`config.mk`:
```
export PLATFORM = sky130hd
export DESIGN_NAME = phyreg_regs
export DESIGN_NICKNAME = d
export VERILOG_FILES = /design/src/hw/phyreg_pkg.sv /design/src/hw/phyreg_evt_bit.sv /design/src/hw/phyreg_counter.sv /design/src/hw/phyreg_regs.sv
export SDC_FILE = /design/constraint.sdc
export NUM_CORES = 1
export LEC_CHECK = 0
export ABC_CLOCK_PERIOD_IN_PS = 1850
export BUFFER_PORTS_ARGS = -buffer_cell sky130_fd_sc_hd__buf_2
export CAP_MARGIN = 20
export CORE_MARGIN = 5
export CORE_UTILIZATION = 45
export DETAILED_ROUTE_END_ITERATION = 12
export GPL_ROUTABILITY_DRIVEN = 0
export HOLD_SLACK_MARGIN = 0.02
export PLACE_DENSITY = 0.81
export SYNTH_ARGS = -nofsm -noshare
export SYNTH_HDL_FRONTEND = slang
export SYNTH_SLANG_ARGS = --single-unit
```
`constraint.sdc`:
```
create_clock -name clock -period 1.85 [get_ports clock]
set_input_delay 0.2775 -clock clock [delete_from_list [all_inputs] [get_ports clock]]
set_output_delay 0.2775 -clock clock [all_outputs]
set_load 0.005 [all_outputs]
```
`src/hw/phyreg_pkg.sv`:
```
// Register map and field layout of the PHY management register subset
package phyreg_pkg;
   localparam int          phyreg_addr_w      = 5;
   localparam int          phyreg_data_w      = 16;
   // Register addresses on the management interface
   localparam logic [4:0]  phyreg_addr_expan  = 5'h06;
   localparam logic [4:0]  phyreg_addr_lnp    = 5'h07;
   localparam logic [4:0]  phyreg_addr_pnp    = 5'h08;
   localparam logic [4:0]  phyreg_addr_rxerr  = 5'h15;
   localparam logic [4:0]  phyreg_addr_evt    = 5'h1B;
   localparam logic [4:0]  phyreg_addr_ctl    = 5'h1F;
   // Bit positions
   localparam int          phyreg_bit_pgrx    = 1;
   localparam int          phyreg_bit_lpan    = 0;
   localparam int          phyreg_bit_np      = 15;
   localparam int          phyreg_bit_ack     = 14;
   localparam int          phyreg_bit_mp      = 13;
   localparam int          phyreg_bit_ack2    = 12;
   localparam int          phyreg_bit_tog     = 11;
   localparam int          phyreg_msg_w       = 11;
   localparam int          phyreg_evt_n       = 8;
   localparam int          phyreg_bit_polar   = 9;
   // Event index inside the 8-bit status/enable fields
   localparam int          phyreg_ev_jab      = 7;
   localparam int          phyreg_ev_rxer     = 6;
   localparam int          phyreg_ev_page     = 5;
   localparam int          phyreg_ev_pdf      = 4;
   localparam int          phyreg_ev_pack     = 3;
   localparam int          phyreg_ev_ldown    = 2;
   localparam int          phyreg_ev_rflt     = 1;
   localparam int          phyreg_ev_lup      = 0;
   // Reset values
   localparam logic [10:0] phyreg_rst_msg     = 11'h001;
   localparam logic        phyreg_rst_mp      = 1'b1;
   localparam logic [15:0] phyreg_rst_count   = 16'h0000;
   localparam logic [7:0]  phyreg_rst_evt     = 8'h00;
   localparam logic        phyreg_rst_polar   = 1'b0;
endpackage

```
`src/hw/phyreg_evt_bit.sv`:
```
// One latched, self-clearing event flag
`timescale 1ns/1ps
`default_nettype none
module phyreg_evt_bit (
   input  wire logic clock,
   input  wire logic reset,
   input  wire logic event_in,
   input  wire logic read_clear,
   output var  logic flag
);
   typedef struct packed {
      logic flag;
   } phyreg_evt_state_t;

   phyreg_evt_state_t state;
   phyreg_evt_state_t next_state;

   // Set wins over a read in the same cycle so no event is lost
   always_comb begin
      next_state = state;
      if (read_clear) begin
         next_state.flag = 1'b0;
      end
      if (event_in) begin
         next_state.flag = 1'b1;
      end
   end

   always_ff @(posedge clock) begin
      if (reset) begin
         state <= '0;
      end else begin
         state <= next_state;
      end
   end

   assign flag = state.flag;
endmodule
`default_nettype wire

```
`src/hw/phyreg_counter.sv`:
```
// Saturating event counter
`timescale 1ns/1ps
`default_nettype none
module phyreg_counter #(
   parameter int WIDTH = 16
) (
   input  wire logic             clock,
   input  wire logic             reset,
   input  wire logic             count_en,
   output var  logic [WIDTH-1:0] count
);
   typedef struct packed {
      logic [WIDTH-1:0] count;
   } phyreg_cnt_state_t;

   phyreg_cnt_state_t state;
   phyreg_cnt_state_t next_state;

   // Saturate rather than wrap so a full count is never mistaken for few
   always_comb begin
      next_state = state;
      if (count_en && !(&state.count)) begin
         next_state.count = state.count + 1'b1;
      end
   end

   always_ff @(posedge clock) begin
      if (reset) begin
         state <= '0;
      end else begin
         state <= next_state;
      end
   end

   assign count = state.count;
endmodule
`default_nettype wire

```
`src/hw/phyreg_regs.sv`:
```
// Next-page, receive-error and event register bank of the PHY
// How it works
// - Page-received flag latches on a new partner page, clears on read.
// - Read-only partner negotiation-able flag; zero after reset.
// - Local next-page bit: one means more pages follow; resets zero.
// - Local message-page bit: one message, zero unformatted; resets one.
// - Local comply acknowledge bit, writable, resets zero.
// - Local toggle bit is read-only, follows transmitted word; resets zero.
// - Local 11-bit writable message field, reset value 001.
// - Partner next-page bit captured read-only; resets zero.
// - Partner acknowledge bit captured read-only; resets zero.
// - Partner message-page bit and message field read-only; reset zero.
// - Partner comply acknowledge bit captured read-only; resets zero.
// - Partner toggle bit captured read-only as received.
// - Sixteen-bit read-only receive-error counter, zero after reset.
// - Eight writable event enables, jabber down to link up, reset zero.
// - Jabber event status latches, clears when read.
// - Receive-error event status latches, clears when read.
// - Remaining six event statuses latch and clear when read.
// - Control bit selects interrupt pin polarity; one is active high.
`timescale 1ns/1ps
`default_nettype none
module phyreg_regs
   import phyreg_pkg::*;
#(
   parameter int COUNT_W = 16
) (
   input  wire logic                     clock,
   input  wire logic                     reset,
   // Management access, one cycle strobes
   input  wire logic [phyreg_addr_w-1:0] mgmt_addr,
   input  wire logic                     mgmt_write,
   input  wire logic                     mgmt_read,
   input  wire logic [phyreg_data_w-1:0] mgmt_wdata,
   output var  logic [phyreg_data_w-1:0] mgmt_rdata,
   // From the negotiation engine
   input  wire logic                     page_received,
   input  wire logic [phyreg_data_w-1:0] partner_page,
   input  wire logic                     partner_an_able,
   input  wire logic                     page_sent,
   // Receive and link events
   input  wire logic                     rx_error,
   input  wire logic                     jabber_event,
   input  wire logic                     par_fault_event,
   input  wire logic                     partner_ack_event,
   input  wire logic                     link_down_event,
   input  wire logic                     remote_fault_event,
   input  wire logic                     link_up_event,
   // Local next page word to the negotiation engine
   output var  logic [phyreg_data_w-1:0] local_page,
   output var  logic                     irq_pin
);
   typedef struct packed {
      // Local next page fields
      logic                       np;
      logic                       mp;
      logic                       ack2;
      logic                       tog;
      logic [phyreg_msg_w-1:0]    msg;
      // Captured partner word and ability
      logic [phyreg_data_w-1:0]   pnp;
      logic                       lp_an;
      // Event enables and pin polarity
      logic [phyreg_evt_n-1:0]    enable;
      logic                       polar;
      // Registered outputs
      logic [phyreg_data_w-1:0]   rdata;
      logic [phyreg_data_w-1:0]   lpage;
      logic                       irq;
   } phyreg_state_t;

   phyreg_state_t state;
   phyreg_state_t next_state;

   // Flags, counter and decoded read strobes
   logic                     pgrx_flag;
   logic [phyreg_evt_n-1:0]  evt_flag;
   logic [phyreg_evt_n-1:0]  evt_pending;
   logic [COUNT_W-1:0]       rxerr_count;
   logic                     rd_expan;
   logic                     rd_evt;
   logic                     irq_active;
   // Read views of each register but the partner page, reserved bits zero
   logic [phyreg_data_w-1:0] lnp_word;
   logic [phyreg_data_w-1:0] expan_word;
   logic [phyreg_data_w-1:0] evt_word;
   logic [phyreg_data_w-1:0] ctl_word;
   logic [phyreg_data_w-1:0] cnt_word;

   // Read strobes that clear the latched flags
   assign rd_expan = mgmt_read && (mgmt_addr == phyreg_addr_expan);
   assign rd_evt   = mgmt_read && (mgmt_addr == phyreg_addr_evt);

   // Page-received flag in the expansion register
   phyreg_evt_bit u_pgrx (
      .clock      (clock),
      .reset      (reset),
      .event_in   (page_received),
      .read_clear (rd_expan),
      .flag       (pgrx_flag)
   );

   // Jabber status; one read of the event register clears every status
   phyreg_evt_bit u_jabber (
      .clock      (clock),
      .reset      (reset),
      .event_in   (jabber_event),
      .read_clear (rd_evt),
      .flag       (evt_flag[phyreg_ev_jab])
   );

   // Receive error status, set by any cycle of the error strobe
   phyreg_evt_bit u_rxer (
      .clock      (clock),
      .reset      (reset),
      .event_in   (rx_error),
      .read_clear (rd_evt),
      .flag       (evt_flag[phyreg_ev_rxer])
   );

   // Page status, kept apart from the expansion flag
   phyreg_evt_bit u_page (
      .clock      (clock),
      .reset      (reset),
      .event_in   (page_received),
      .read_clear (rd_evt),
      .flag       (evt_flag[phyreg_ev_page])
   );

   // Parallel detect fault status
   phyreg_evt_bit u_pdf (
      .clock      (clock),
      .reset      (reset),
      .event_in   (par_fault_event),
      .read_clear (rd_evt),
      .flag       (evt_flag[phyreg_ev_pdf])
   );

   // Partner acknowledge status
   phyreg_evt_bit u_pack (
      .clock      (clock),
      .reset      (reset),
      .event_in   (partner_ack_event),
      .read_clear (rd_evt),
      .flag       (evt_flag[phyreg_ev_pack])
   );

   // Link down status
   phyreg_evt_bit u_ldown (
      .clock      (clock),
      .reset      (reset),
      .event_in   (link_down_event),
      .read_clear (rd_evt),
      .flag       (evt_flag[phyreg_ev_ldown])
   );

   // Remote fault status
   phyreg_evt_bit u_rflt (
      .clock      (clock),
      .reset      (reset),
      .event_in   (remote_fault_event),
      .read_clear (rd_evt),
      .flag       (evt_flag[phyreg_ev_rflt])
   );

   // Link up status
   phyreg_evt_bit u_lup (
      .clock      (clock),
      .reset      (reset),
      .event_in   (link_up_event),
      .read_clear (rd_evt),
      .flag       (evt_flag[phyreg_ev_lup])
   );

   // Receive errors counted per cycle of the error strobe
   phyreg_counter #(
      .WIDTH (COUNT_W)
   ) u_rxerr (
      .clock    (clock),
      .reset    (reset),
      .count_en (rx_error),
      .count    (rxerr_count)
   );

   // Local next page word as seen by software; bit 14 reserved
   always_comb begin
      lnp_word = '0;
      lnp_word[phyreg_bit_np]   = state.np;
      lnp_word[phyreg_bit_mp]   = state.mp;
      lnp_word[phyreg_bit_ack2] = state.ack2;
      lnp_word[phyreg_bit_tog]  = state.tog;
      lnp_word[phyreg_msg_w-1:0] = state.msg;
   end

   // Expansion view: page flag and registered partner ability
   always_comb begin
      expan_word                  = '0;
      expan_word[phyreg_bit_pgrx] = pgrx_flag;
      expan_word[phyreg_bit_lpan] = state.lp_an;
   end

   // Control view: only the polarity bit is held in this block
   always_comb begin
      ctl_word                   = '0;
      ctl_word[phyreg_bit_polar] = state.polar;
   end

   // Enables above statuses; counter cut or padded to the bus on purpose
   assign evt_word = {state.enable, evt_flag};
   assign cnt_word = phyreg_data_w'(rxerr_count);

   // Only enabled statuses may reach the pin
   assign evt_pending = evt_flag & state.enable;
   assign irq_active  = |evt_pending;

   // Register updates, read mux and interrupt pin
   always_comb begin
      next_state = state;
      // Ability copied every cycle, so a read shows it one cycle late
      next_state.lp_an = partner_an_able;

      // Toggle flips each time a page goes out
      if (page_sent) begin
         next_state.tog = ~state.tog;
      end
      // Capture the whole partner page as received
      if (page_received) begin
         next_state.pnp = partner_page;
      end

      // Host writes reach only the writable fields
      if (mgmt_write) begin
         case (mgmt_addr)
            // Local next page; toggle and bit 14 are not writable
            phyreg_addr_lnp: begin
               next_state.np   = mgmt_wdata[phyreg_bit_np];
               next_state.mp   = mgmt_wdata[phyreg_bit_mp];
               next_state.ack2 = mgmt_wdata[phyreg_bit_ack2];
               next_state.msg  = mgmt_wdata[phyreg_msg_w-1:0];
            end
            // Enables only; the status half is read-only
            phyreg_addr_evt: begin
               next_state.enable =
                  mgmt_wdata[phyreg_data_w-1:phyreg_evt_n];
            end
            // Polarity is the only control bit kept here
            phyreg_addr_ctl: begin
               next_state.polar = mgmt_wdata[phyreg_bit_polar];
            end
            // Other addresses and read-only bits are ignored
            default: begin
            end
         endcase
      end

      // Read data registered; reserved bits read zero
      next_state.rdata = '0;
      if (mgmt_read) begin
         case (mgmt_addr)
            // Reading here also clears the page flag
            phyreg_addr_expan: begin
               next_state.rdata = expan_word;
            end
            // Local word with the live toggle
            phyreg_addr_lnp: begin
               next_state.rdata = lnp_word;
            end
            // Partner word exactly as captured
            phyreg_addr_pnp: begin
               next_state.rdata = state.pnp;
            end
            // Counter is not cleared by reading
            phyreg_addr_rxerr: begin
               next_state.rdata = cnt_word;
            end
            // Reading here clears all statuses
            phyreg_addr_evt: begin
               next_state.rdata = evt_word;
            end
            phyreg_addr_ctl: begin
               next_state.rdata = ctl_word;
            end
            // Unmapped addresses read zero
            default: begin
               next_state.rdata = '0;
            end
         endcase
      end

      // Engine copy built from the next fields, so it never lags the register
      next_state.lpage                   = '0;
      next_state.lpage[phyreg_bit_np]    = next_state.np;
      next_state.lpage[phyreg_bit_mp]    = next_state.mp;
      next_state.lpage[phyreg_bit_ack2]  = next_state.ack2;
      next_state.lpage[phyreg_bit_tog]   = next_state.tog;
      next_state.lpage[phyreg_msg_w-1:0] = next_state.msg;

      // Pin level: active state follows the polarity bit
      next_state.irq = state.polar ? irq_active : ~irq_active;
   end

   // Reset values; the idle pin level follows the reset polarity
   always_ff @(posedge clock) begin
      if (reset) begin
         state        <= '0;
         state.mp     <= phyreg_rst_mp;
         state.msg    <= phyreg_rst_msg;
         // Engine copy starts equal to the register's reset value
         state.lpage[phyreg_bit_mp]    <= phyreg_rst_mp;
         state.lpage[phyreg_msg_w-1:0] <= phyreg_rst_msg;
         state.enable <= phyreg_rst_evt;
         state.polar  <= phyreg_rst_polar;
         state.irq    <= ~phyreg_rst_polar;
      end else begin
         state <= next_state;
      end
   end

   assign mgmt_rdata = state.rdata;
   assign local_page = state.lpage;
   assign irq_pin    = state.irq;
endmodule
`default_nettype wire

```
==> summary.md, run 1 <==
| Metric | Value |
|---|---|
| Total gr overflow | `0` |
| Worst stage delay on the critical path | `~0.45 ns` |
| Sink Count | `83` |
| # IOs | `84` |
| CTS tree | `done` |
| Initial antenna violation count | `0` |
| Final hold vios | `0` |
| Fin Hold WS | `about 0.11 ns` |
| Crit-path slowest cell | `dfxtp_1` |
| H-tree depth | `3` |
| Final Power | `around 3.6 mW` |
| Post-layout util | `between 50% and 60%` |
| # DRC | `0` |
| Worst-skew pair later-pin latency | `0.37 ns` |
| Buf/Inv on CP | `0` |
| Postcts setup bufs | `0` |
| Initial Utilization | `46.47%` |
| Kind of critical path | `reg -> reg` |
| Seq/Total Area, Yosys | `45.79%` |
| Fin crit period | `1.763 ns` |
| Routed len/inst | `~17 um` |
| Ant. Diodes | `0` |
| Area grow syn2layout | `16.21%` |
| Vias in the first global route | `3,173` |
| Total negative slack | `0 ns` |
| Crit end category | `register` |
| Flop2flop setup slack | `between 0.08 and 0.09 ns` |
| Post-synth top flop | `dfxtp_1` |
| Synth area leader | `dfxtp_1` |
| Maxcap violations | `0` |
| Layout Nets | `approximately 510` |
| Die Area | `between 9000 and 10,000 um^2` |
| Pin count of the biggest net entering global routing | `42` |
| Syn_area_per_cell | `around 9.0 um^2` |
| CP Launch Type | `register` |
| #FFs+latches synth | `83` |
| Initial drt markers | `roughly 260` |
| Worst-Margin Slew | `a little under 0.6 ns` |
| Top cell type's share of synthesized area | `a little under half` |
| Worst Path Required | `2.12 ns` |
| Worst Path Arrival | `2.03 ns` |
| Drt pass-1 iters | `5` |
| Max-slew headroom at the worst pin | `60.47%` |
| Synth Warn # | `0` |
| Worst min-delay path class | `in -> reg` |
| DP HPWL | `roughly 7000 um` |
| Number of flops mapped to enable cells by yosys | `0` |
| Final Setup Violations | `0` |
| Synth top area cells | `dfxtp_1 46%, mux2i_1 7.7%, buf_4 6.8%` |
| Cells after synthesis | `around 400` |
| Via count | `around 3,200` |
| First-pass GRT wire length | `15,250 um` |
| Maximum vdd drop | `about 0.37 mV` |
| Layout Skew | `0.01077 ns` |
| Share of post-route cells with drive strength above 1 | `between 20 and 30%` |
| Final period util | `between 90% and 100%` |
| Die width | `99.80 um` |
| CTS buffer count | `9` |
| Synthesized Nets | `about 450` |
| Crit-path cells | `and4_1 -> nand3_2 -> nor4b_1 -> mux2_2` |
| Final WL | `9610 um` |
| Static leakage | `roughly 1.7 nW` |
| Root buf cell | `clkbuf_8` |
| IO Port Bufs | `around 80` |
| Worst path top cell family by delay | `simple AND/OR/NAND/NOR gates` |
| CTS clock-pin slew for the worst setup and hold paths | `approximately 0.09 ns` |
| Row count | `32` |
| Post-synth ARST share | `0%` |
| Yosys cell types | `45` |
| Outcome | `finished, final reports clean` |
| Vias per std cell | `5.624` |
| RSZ-0062 raised after global routing | `false` |
| Achievable clock frequency | `about 570 MHz` |
| Largest fanout on the critical path | `8` |
| Die outline height | `~100 um` |
| Total GRT Usage | `between 10% and 20%` |
| Area of the core | `7807 um^2` |
| Pwr per Cell Area | `approximately 850 nW/um^2` |
| Final Max Slew Viols | `0` |
| Synth Cell Area | `~3600 um^2` |
| Post-route ant nets | `0` |
| Maximum clock insertion buffer count | `2` |
| Most frequent cells in the layout | `82 x dfxtp_1, 82 x buf_2, 49 x nor2_1` |
## state kept, by name (all words and copies together), names as in the netlist
name	count
lnp_word	11
u_jabber.flag	1
evt_word	8
u_rxerr.count	16
u_pgrx.flag	1
u_pdf.flag	1
u_rflt.flag	1
local_page	4
state	16
mgmt_rdata	16
u_rxer.flag	1
ctl_word	1
irq_pin	1
expan_word	1
u_lup.flag	1
u_page.flag	1
u_pack.flag	1
u_ldown.flag	1
## area by class of cell
cell class / count / area (um^2)
multi-input combinational: 259 / 1613
inverter: 6 / 22.52
tap: 102 / 127.6
fill: 715 / 3591
clock buffer: 10 / 137.6
timing repair buffer: 101 / 565.5
clock inverter: 6 / 87.58
sequential: 83 / 1663
## worst paths after layout
| path | from | endpoint | cells after the start |
|---|---|---|---|
| max reg2reg | u_rxerr.count[3] | u_rxerr.count[13] | 4 |
| max | u_rxerr.count[3] | u_rxerr.count[13] | 4 |
| min reg2reg | lnp_word[8] | lnp_word[8] | 2 |
| min | link_down_event | u_ldown.flag | 3 |
## logic make-up (layout without fill, tap and decap cells)
family                     after synthesis  in the layout  synth area share, %
and+or+nand+nor                        129            129                18.00
AOI/OAI and AO/OA                       96             96                17.10
DFF                                     83             83                45.79
buffers and inverters                   60            123                9.896
muxes                                   29             29                8.034
xor gates and xnor gates                 3              3               0.7243
adders and majority gates                1              1               0.3448
other                                    1              1               0.1033
## power by group
part | leakage, nW | internal [mW] | switching [mW]
logic | 0.934 | 0.111 | 0.136
registers | 0.676 | 1.83 | 0.0413
clock network | 0.117 | 0.799 | 0.677
## worst min-delay path: stages
cell,delay (ns)
buf_2,0.08
a21oi_1,0.03
nor2_1,0.06
## stage by stage
step / cell area (um^2) / instances / setup slack [ns]
2_1_floorplan: 3628 / 402 / 0.1897
3_3_place_gp: 3985 / 551 / 0.1901
3_5_place_dp: 3985 / 551 / 0.1081
4_1_cts: 4210 / 567 / 0.09211
5_1_grt: 4217 / 567 / 0.01160
6_report: 4217 / 567 / 0.08661
## what timing repair did
item,CTS,global route
hold endpoints to repair,0,0
resized for setup,0,2
setup endpoints to repair,0,4
hold buffers,0,0
## cell usage after synthesis, types with 3 or more instances
library cell   n
dfxtp_1       83
nor2_1        49
a21oi_1       45
buf_4         33
a22oi_1       31
mux2i_1       28
nand3_1       26
nand2_1       17
clkbuf_1      11
buf_2          7
inv_1          6
o21ai_0        6
and4_1         4
nand4_1        4
nor3_1         4
or3_2          4
a31oi_1        3
and3_1         3
## layer usage
layer / track usage (%) / part of all wire, % / vias up / routed length [um]
li1: - / - / 1531 / -
met1: 23.24 / 40 / 1490 / 3865
met2: 31.86 / 48 / 147 / 4634
met3: 5.837 / 9.3 / 21 / 890
met4: 8.088 / 2.3 / 0 / 221
met5: 0 / 0 / - / 0
(Power assumes the default switching activity.)
==> run 2, diff against run 1 <==
--- a/config.mk
+++ b/config.mk
@@ -9,11 +9,11 @@
 export BUFFER_PORTS_ARGS = -buffer_cell sky130_fd_sc_hd__buf_2
 export CAP_MARGIN = 20
 export CORE_MARGIN = 5
-export CORE_UTILIZATION = 45
+export CORE_UTILIZATION = 40
 export DETAILED_ROUTE_END_ITERATION = 12
 export GPL_ROUTABILITY_DRIVEN = 0
 export HOLD_SLACK_MARGIN = 0.02
-export PLACE_DENSITY = 0.81
+export PLACE_DENSITY = 0.74
 export SYNTH_ARGS = -nofsm -noshare
 export SYNTH_HDL_FRONTEND = slang
 export SYNTH_SLANG_ARGS = --single-unit
==> summary.md, run 2 (synthesis results as in run 1) <==
| Metric | Value |
|---|---|
| Outcome | `finished, final reports clean` |
| Root buf cell | `clkbuf_8` |
| Area of the core | `8763 um^2 (+12%)` |
| Worst-Margin Slew | `0.5834 ns (-0.009546 ns)` |
| Final Setup Violations | `0 (unchanged)` |
| Maxcap violations | `0 (unchanged)` |
| FILL cells | `837 (+17%)` |
| Dpl ws | `0.09133 ns (-0.01677 ns)` |
| Die Area | `11,080 um^2 (+11%)` |
| Initial antenna violation count | `0 (unchanged)` |
| Flop pwr share | `58.0% (+5.9 points)` |
| Final Power | `3.231 mW (-10%)` |
| CTS tree | `done` |
| Die outline height | `105.2 um (+5.5%)` |
| Comb pwr share | `7.6% (+0.7 points)` |
| Die width | `105.2 um (+5.5%)` |
| Layout Nets | `511 (-0.20%)` |
| # DRC | `0 (unchanged)` |
| Crit end category | `register` |
| Achievable clock frequency | `579.1 MHz (+2.1%)` |
| Worst Path Required | `2.12 ns (about the same)` |
| Vias in the first global route | `3,020 (-4.8%)` |
| Initial drt markers | `252 (-1.6%)` |
| H-tree depth | `3 (unchanged)` |
| Post-layout util | `47.64% (-6.4 points)` |
| DP HPWL | `6971 um (-0.90%)` |
| Total gr overflow | `0 (unchanged)` |
| IO Port Bufs | `82 (unchanged)` |
| Total negative slack | `0 ns (unchanged)` |
| Largest fanout on the critical path | `10 (+2)` |
| Post-cts hold buffer count | `0 (unchanged)` |
| Initial Utilization | `41.40% (-5.1 points)` |
| Sw power | `0.7748 mW (-9.3%)` |
| CTS buffer count | `9 (unchanged)` |
| Sw frac | `23.98% (+0.24 points)` |
| Area grow syn2layout | `15.07%` |
| Pin count of the biggest net entering global routing | `44 (+4.8%)` |
| Pwr per Cell Area | `773.8 nW/um^2 (-9.3%)` |
| First-pass GRT wire length | `14,950 um (-2.0%)` |
| # IOs | `84 (unchanged)` |
| Final period util | `93.34% (-2.0 points)` |
| Final WL | `9310 um (-3.1%)` |
| RSZ-0062 raised after global routing | `false` |
| Internal | `2.456 mW (-10%)` |
| Routed len/inst | `16.30 um (-3.8%)` |
| CTS clock-pin slew for the worst setup and hold paths | `0.08 ns (about the same)` |
| Max-slew headroom at the worst pin | `61.11% (+0.64 points)` |
| Kind of critical path | `reg -> reg` |
| Row count | `34 (+6.3%)` |
| Layout Skew | `0.01166 ns (+0.0008959 ns)` |
| Worst min-delay path class | `in -> reg` |
| Postcts setup bufs | `0 (unchanged)` |
| Sink Count | `83 (unchanged)` |
| Via count | `3,127 (-1.9%)` |
| Fin Hold WS | `0.1417 ns (+0.02708 ns)` |
| Static leakage | `1.694 nW (-1.9%)` |
| Final hold vios | `0 (unchanged)` |
| Post-route ant nets | `0 (unchanged)` |
| Fin crit period | `1.727 ns (-0.03665 ns)` |
| Maximum clock insertion buffer count | `2 (unchanged)` |
| Ant. Diodes | `0 (unchanged)` |
| Post-route setup slack | `0.1233 ns (+0.03665 ns)` |
| Vias per std cell | `5.476 (-2.6%)` |
| Final Max Slew Viols | `0 (unchanged)` |
| Worst-skew pair later-pin latency | `0.35 ns (-0.02 ns)` |
| Most frequent cells in the layout | `82 x dfxtp_1, 82 x buf_2, 49 x nor2_1` |
| Drt pass-1 iters | `5 (unchanged)` |
| Maximum vdd drop | `0.3134 mV (-16%)` |
| Worst Path Arrival | `2.00 ns (-0.03 ns)` |
| Total GRT Usage | `16.38% (-2.9 points)` |
| Share of post-route cells with drive strength above 1 | `27.00% (-0.31 points)` |
| Clk pwr share | `34.5% (-6.5 points)` |
| CP Launch Type | `register` |
==> run 2: cell types whose count changed in the layout (fill, tap and decap cells not counted), sizes merged <==
| cell | previous run | this run |
|---|---|---|
| inv | 7 | 6 |
| buf | 101 | 100 |
| clkbuf | 10 | 12 |
| bufinv | 2 | 0 |
==> run 2: through the flow <==
stage | cell area (um^2) | instances
2_1_floorplan | 3628 | 402
3_3_place_gp | 3998 | 556
3_5_place_dp | 3998 | 556
4_1_cts | 4158 | 571
5_1_grt | 4175 | 571
6_report | 4175 | 571
==> run 2: path summary, 6_finish.rpt <==
check,start,to,slack [ns],cells past startpoint
max,u_rxerr.count[1],u_rxerr.count[5],0.12,6
min reg2reg,lnp_word[2],lnp_word[2],0.48,2
min,par_fault_event,u_pdf.flag,0.14,3
max reg2reg,u_rxerr.count[1],u_rxerr.count[5],0.12,6
==> run 2: routing by layer <==
metal / global-route usage (%) / vias to the layer above / share of wire, %
met4: 4.475 / 0 / 0.92
li1: - / 1533 / -
met3: 4.768 / 10 / 7.2
met2: 25.74 / 113 / 47
met1: 22.01 / 1471 / 45
met5: 0 / - / 0
==> run 2: worst max-delay path, cell delays in order (launching register included) <==
cell and delay (ns):
dfxtp_2 0.36, ha_1 0.20, nand3_1 0.23, o41ai_4 0.11, buf_4 0.17, or3_2 0.44, a21oi_1 0.15
==> run 2: final cells by class <==
cell class	instances	area (um^2)	share of cell area (%)
multi-input cells	259	1624	38.90
flip-flops and latches	83	1663	39.83
well taps	108	135.1	3.236
clock buffers	12	145.1	3.476
repair buffers	100	570.5	13.66
clock inverters	3	15.01	0.3596
inverters	6	22.52	0.5394
==> run 2: power by group through the flow <==
stage	registers (mW)	logic (mW)	clock network (mW)
final	1.87	0.244	1.11
after global routing	1.88	0.271	1.21
after CTS	1.87	0.245	1.14
after detailed placement	1.91	0.244	0
after global placement	1.91	0.237	0
after floorplan	1.90	0.138	0
==> run 2: what timing repair did <==
item                       CTS  global route
hold endpoints to repair     0             0
gates resized for setup      0             4
setup endpoints to repair    0             6
==> run 3, diff against run 2 <==
--- a/config.mk
+++ b/config.mk
@@ -5,11 +5,13 @@
 export SDC_FILE = /design/constraint.sdc
 export NUM_CORES = 1
 export LEC_CHECK = 0
+export ABC_AREA = 1
 export ABC_CLOCK_PERIOD_IN_PS = 1850
 export BUFFER_PORTS_ARGS = -buffer_cell sky130_fd_sc_hd__buf_2
 export CAP_MARGIN = 20
 export CORE_MARGIN = 5
 export CORE_UTILIZATION = 40
+export CTS_CLUSTER_DIAMETER = 40
 export DETAILED_ROUTE_END_ITERATION = 12
 export GPL_ROUTABILITY_DRIVEN = 0
 export HOLD_SLACK_MARGIN = 0.02
==> summary.md, run 3 <==
| Metric | Value |
|---|---|
| First-pass GRT wire length | `16,220 um (+8.5%)` |
| Met1 wire length | `4527 um (+8.2%)` |
| IO Port Bufs | `82 (unchanged)` |
| RSZ-0062 raised after global routing | `false` |
| Die outline height | `109.8 um (+4.3%)` |
| Crit-path cells | `ha_1 -> inv_1 -> nor2_2 -> nand4_4 -> a21oi_1 -> nor2_1` |
| Largest fanout on the critical path | `19 (+9)` |
| Number of flops mapped to enable cells by yosys | `0 (unchanged)` |
| CTS tree | `done` |
| Area grow syn2layout | `11.75%` |
| Drt pass-1 iters | `7 (+2)` |
| Post-synth top flop | `dfxtp_1` |
| Static leakage | `1.932 nW (+14%)` |
| Met2 WL post-DR | `4845 um (+11%)` |
| Worst R2R End | `u_rxerr.count[3]` |
| Syn_area_per_cell | `6.985 um^2 (-23%)` |
| Finished Layout Cells | `757 (+33%)` |
| Worst min-delay path class | `in -> reg` |
| Achievable clock frequency | `656.2 MHz (+13%)` |
| Final Max Slew Viols | `0 (unchanged)` |
| Initial drt markers | `306 (+21%)` |
| Via count | `3,712 (+19%)` |
| Fin crit period | `1.524 ns (-0.2028 ns)` |
| Maximum clock insertion buffer count | `2 (unchanged)` |
| Post-synth top cells | `121 x nand2_1, 101 x nor2_1, 83 x dfxtp_1` |
| Gates resized, CTS repair | `0 (unchanged)` |
| Cells after synthesis | `570 (+42%)` |
| R2R cell count | `6 (unchanged)` |
| Kind of critical path | `reg -> reg` |
| Worst Path Arrival | `1.79 ns (-0.21 ns)` |
| Metal3 WL | `788 um (+18%)` |
| Hold path cells | `2 (-1)` |
| CTS buffer count | `9 (unchanged)` |
| Pin count of the biggest net entering global routing | `36 (-18%)` |
| DR top layer | `met4` |
| Die width | `109.8 um (+4.3%)` |
| H-tree depth | `3 (unchanged)` |
| Row count | `36 (+5.9%)` |
| Root buf cell | `clkbuf_8` |
| Total negative slack | `0 ns (unchanged)` |
| Routed len/inst | `13.92 um (-15%)` |
| # IOs | `84 (unchanged)` |
| Seq/Total Area, Yosys | `41.73% (-4.1 points)` |
| Final Setup Violations | `0 (unchanged)` |
| Final period util | `82.37% (-11 points)` |
| Initial Utilization | `40.92% (-0.48 points)` |
| #FFs+latches synth | `83 (unchanged)` |
| DP HPWL | `8159 um (+17%)` |
| Total gr overflow | `0 (unchanged)` |
| Vias in the first global route | `3,429 (+14%)` |
| Synthesized Nets | `622 (+37%)` |
| Worst r2r src | `u_rxerr.count[0]` |
| Yosys cell types | `28 (-38%)` |
| Most frequent cells in the layout | `121 x nand2_1, 101 x nor2_1, 83 x dfxtp_1` |
| CP endpoint | `u_rxerr.count[3]` |
| Commonest non-fill, non-tap cell in the layout | `nand2_1` |
| Vias per std cell | `4.904 (-10%)` |
| Final hold vios | `0 (unchanged)` |
| Layout Nets | `671 (+31%)` |
| CP Launch Type | `register` |
| Initial antenna violation count | `0 (unchanged)` |
| # DRC | `0 (unchanged)` |
| Maximum vdd drop | `0.3044 mV (-2.9%)` |
| Synth area leader | `dfxtp_1` |
| Crit-path slowest cell | `dfxtp_1` |
| Outcome | `finished, final reports clean` |
| Worst-skew pair later-pin latency | `0.36 ns (about the same)` |
| Flop2flop setup slack | `0.33 ns (+0.20 ns)` |
| Synth top area cells | `dfxtp_1 42%, nand2_1 11%, nor2_1 9.5%` |
| Postcts setup bufs | `0 (unchanged)` |
| Worst Path Required | `2.12 ns (about the same)` |
| Share of post-route cells with drive strength above 1 | `22.76% (-4.2 points)` |
| Worst stage delay on the critical path | `0.44 ns (about the same)` |
| CP startpoint | `u_rxerr.count[0]` |
| Pwr per Cell Area | `768.5 nW/um^2 (-0.69%)` |
| Layout Skew | `0.006607 ns (-0.005056 ns)` |
| Ant. Diodes | `0 (unchanged)` |
| Sink Count | `83 (unchanged)` |
| Top cell type's share of synthesized area | `41.73% (-4.1 points)` |
| Synth Cell Area | `3981 um^2 (+9.7%)` |
| Post-synth ARST share | `0% (unchanged)` |
| Synth Warn # | `0 (unchanged)` |
| Maxcap violations | `0 (unchanged)` |
| Placed cell count | `741 (+33%)` |
| CTS clock-pin slew for the worst setup and hold paths | `0.08 ns (about the same)` |
| Fin Hold WS | `0.09406 ns (-0.04763 ns)` |
| Crit end category | `register` |
| Die Area | `12,050 um^2 (+8.8%)` |
| Total GRT Usage | `17.75% (+1.4 points)` |
| Post-route ant nets | `0 (unchanged)` |
| Post-cts hold buffer count | `0 (unchanged)` |
| Final WL | `10,540 um (+13%)` |
| Count leader, synth | `nand2_1` |
| Area of the core | `9729 um^2 (+11%)` |
## run 3: cell families after synthesis
| group | after synthesis | share of synthesized area, % |
|---|---|---|
| other | 1 | 0.09419 |
| DFF | 83 | 41.73 |
| AOI/OAI and AO/OA | 96 | 12.38 |
| buffers and inverters | 97 | 13.32 |
| adders and majority gates | 1 | 0.3142 |
| and+or+nand+nor | 292 | 32.15 |
## run 3: report_power, final
| group | internal (mW) | switching (mW) | total (mW) | leakage, nW |
|---|---|---|---|---|
| combinational | 0.100 | 0.160 | 0.260 | 1.17 |
| clock | 0.623 | 0.666 | 1.29 | 0.0885 |
| sequential | 1.84 | 0.0335 | 1.87 | 0.677 |
| total | 2.56 | 0.859 | 3.42 | 1.93 |
## run 3: metal layers
metal,track usage (%),vias to the layer above
li1,-,1873
met1,21.64,1672
met2,28.51,140
met3,4.756,27
met4,9.439,0
met5,0,-
## run 3: layout make-up
type | count | area, um^2
tap | 133 | 166.4
clock buffer | 10 | 127.6
multi-input combinational | 390 | 1789
fill | 1018 | 5280
inverter | 46 | 175.2
clock inverter | 6 | 66.31
timing repair buffer | 89 | 462.9
sequential | 83 | 1662
## run 3: per-stage QoR
| step | setup slack [ns] | area [um^2] | total power, mW | utilization [%] |
|---|---|---|---|---|
| 2_1_floorplan | 0.5113 | 3981 | 2.061 | - |
| 3_3_place_gp | 0.3779 | 4255 | 2.158 | 43.74 |
| 3_5_place_dp | 0.3433 | 4255 | 2.169 | 43.74 |
| 4_1_cts | 0.3310 | 4449 | 3.445 | 45.73 |
| 5_1_grt | 0.1624 | 4449 | 3.575 | 45.73 |
| 6_report | 0.3261 | 4449 | 3.419 | 45.73 |
## run 3: critical path, delay by kind of cell (launching register included)
| family | cells | cell delay, ns |
|---|---|---|
| AOI/OAI and AO/OA | 1 | 0.23 |
| buffers and inverters | 1 | 0.05 |
| adders and majority gates | 1 | 0.20 |
| and+or+nand+nor | 3 | 0.50 |
| DFF | 1 | 0.44 |
## run 3: worst min-delay path by stage
stage,from,endpoint,slack [ns]
after global routing,page_sent,local_page[11],0.10
final,page_sent,local_page[11],0.09
after detailed placement,state[58],state[58],0.45
after CTS,page_sent,local_page[11],0.08
after global placement,state[56],state[56],0.44
after floorplan,page_sent,local_page[11],0.37
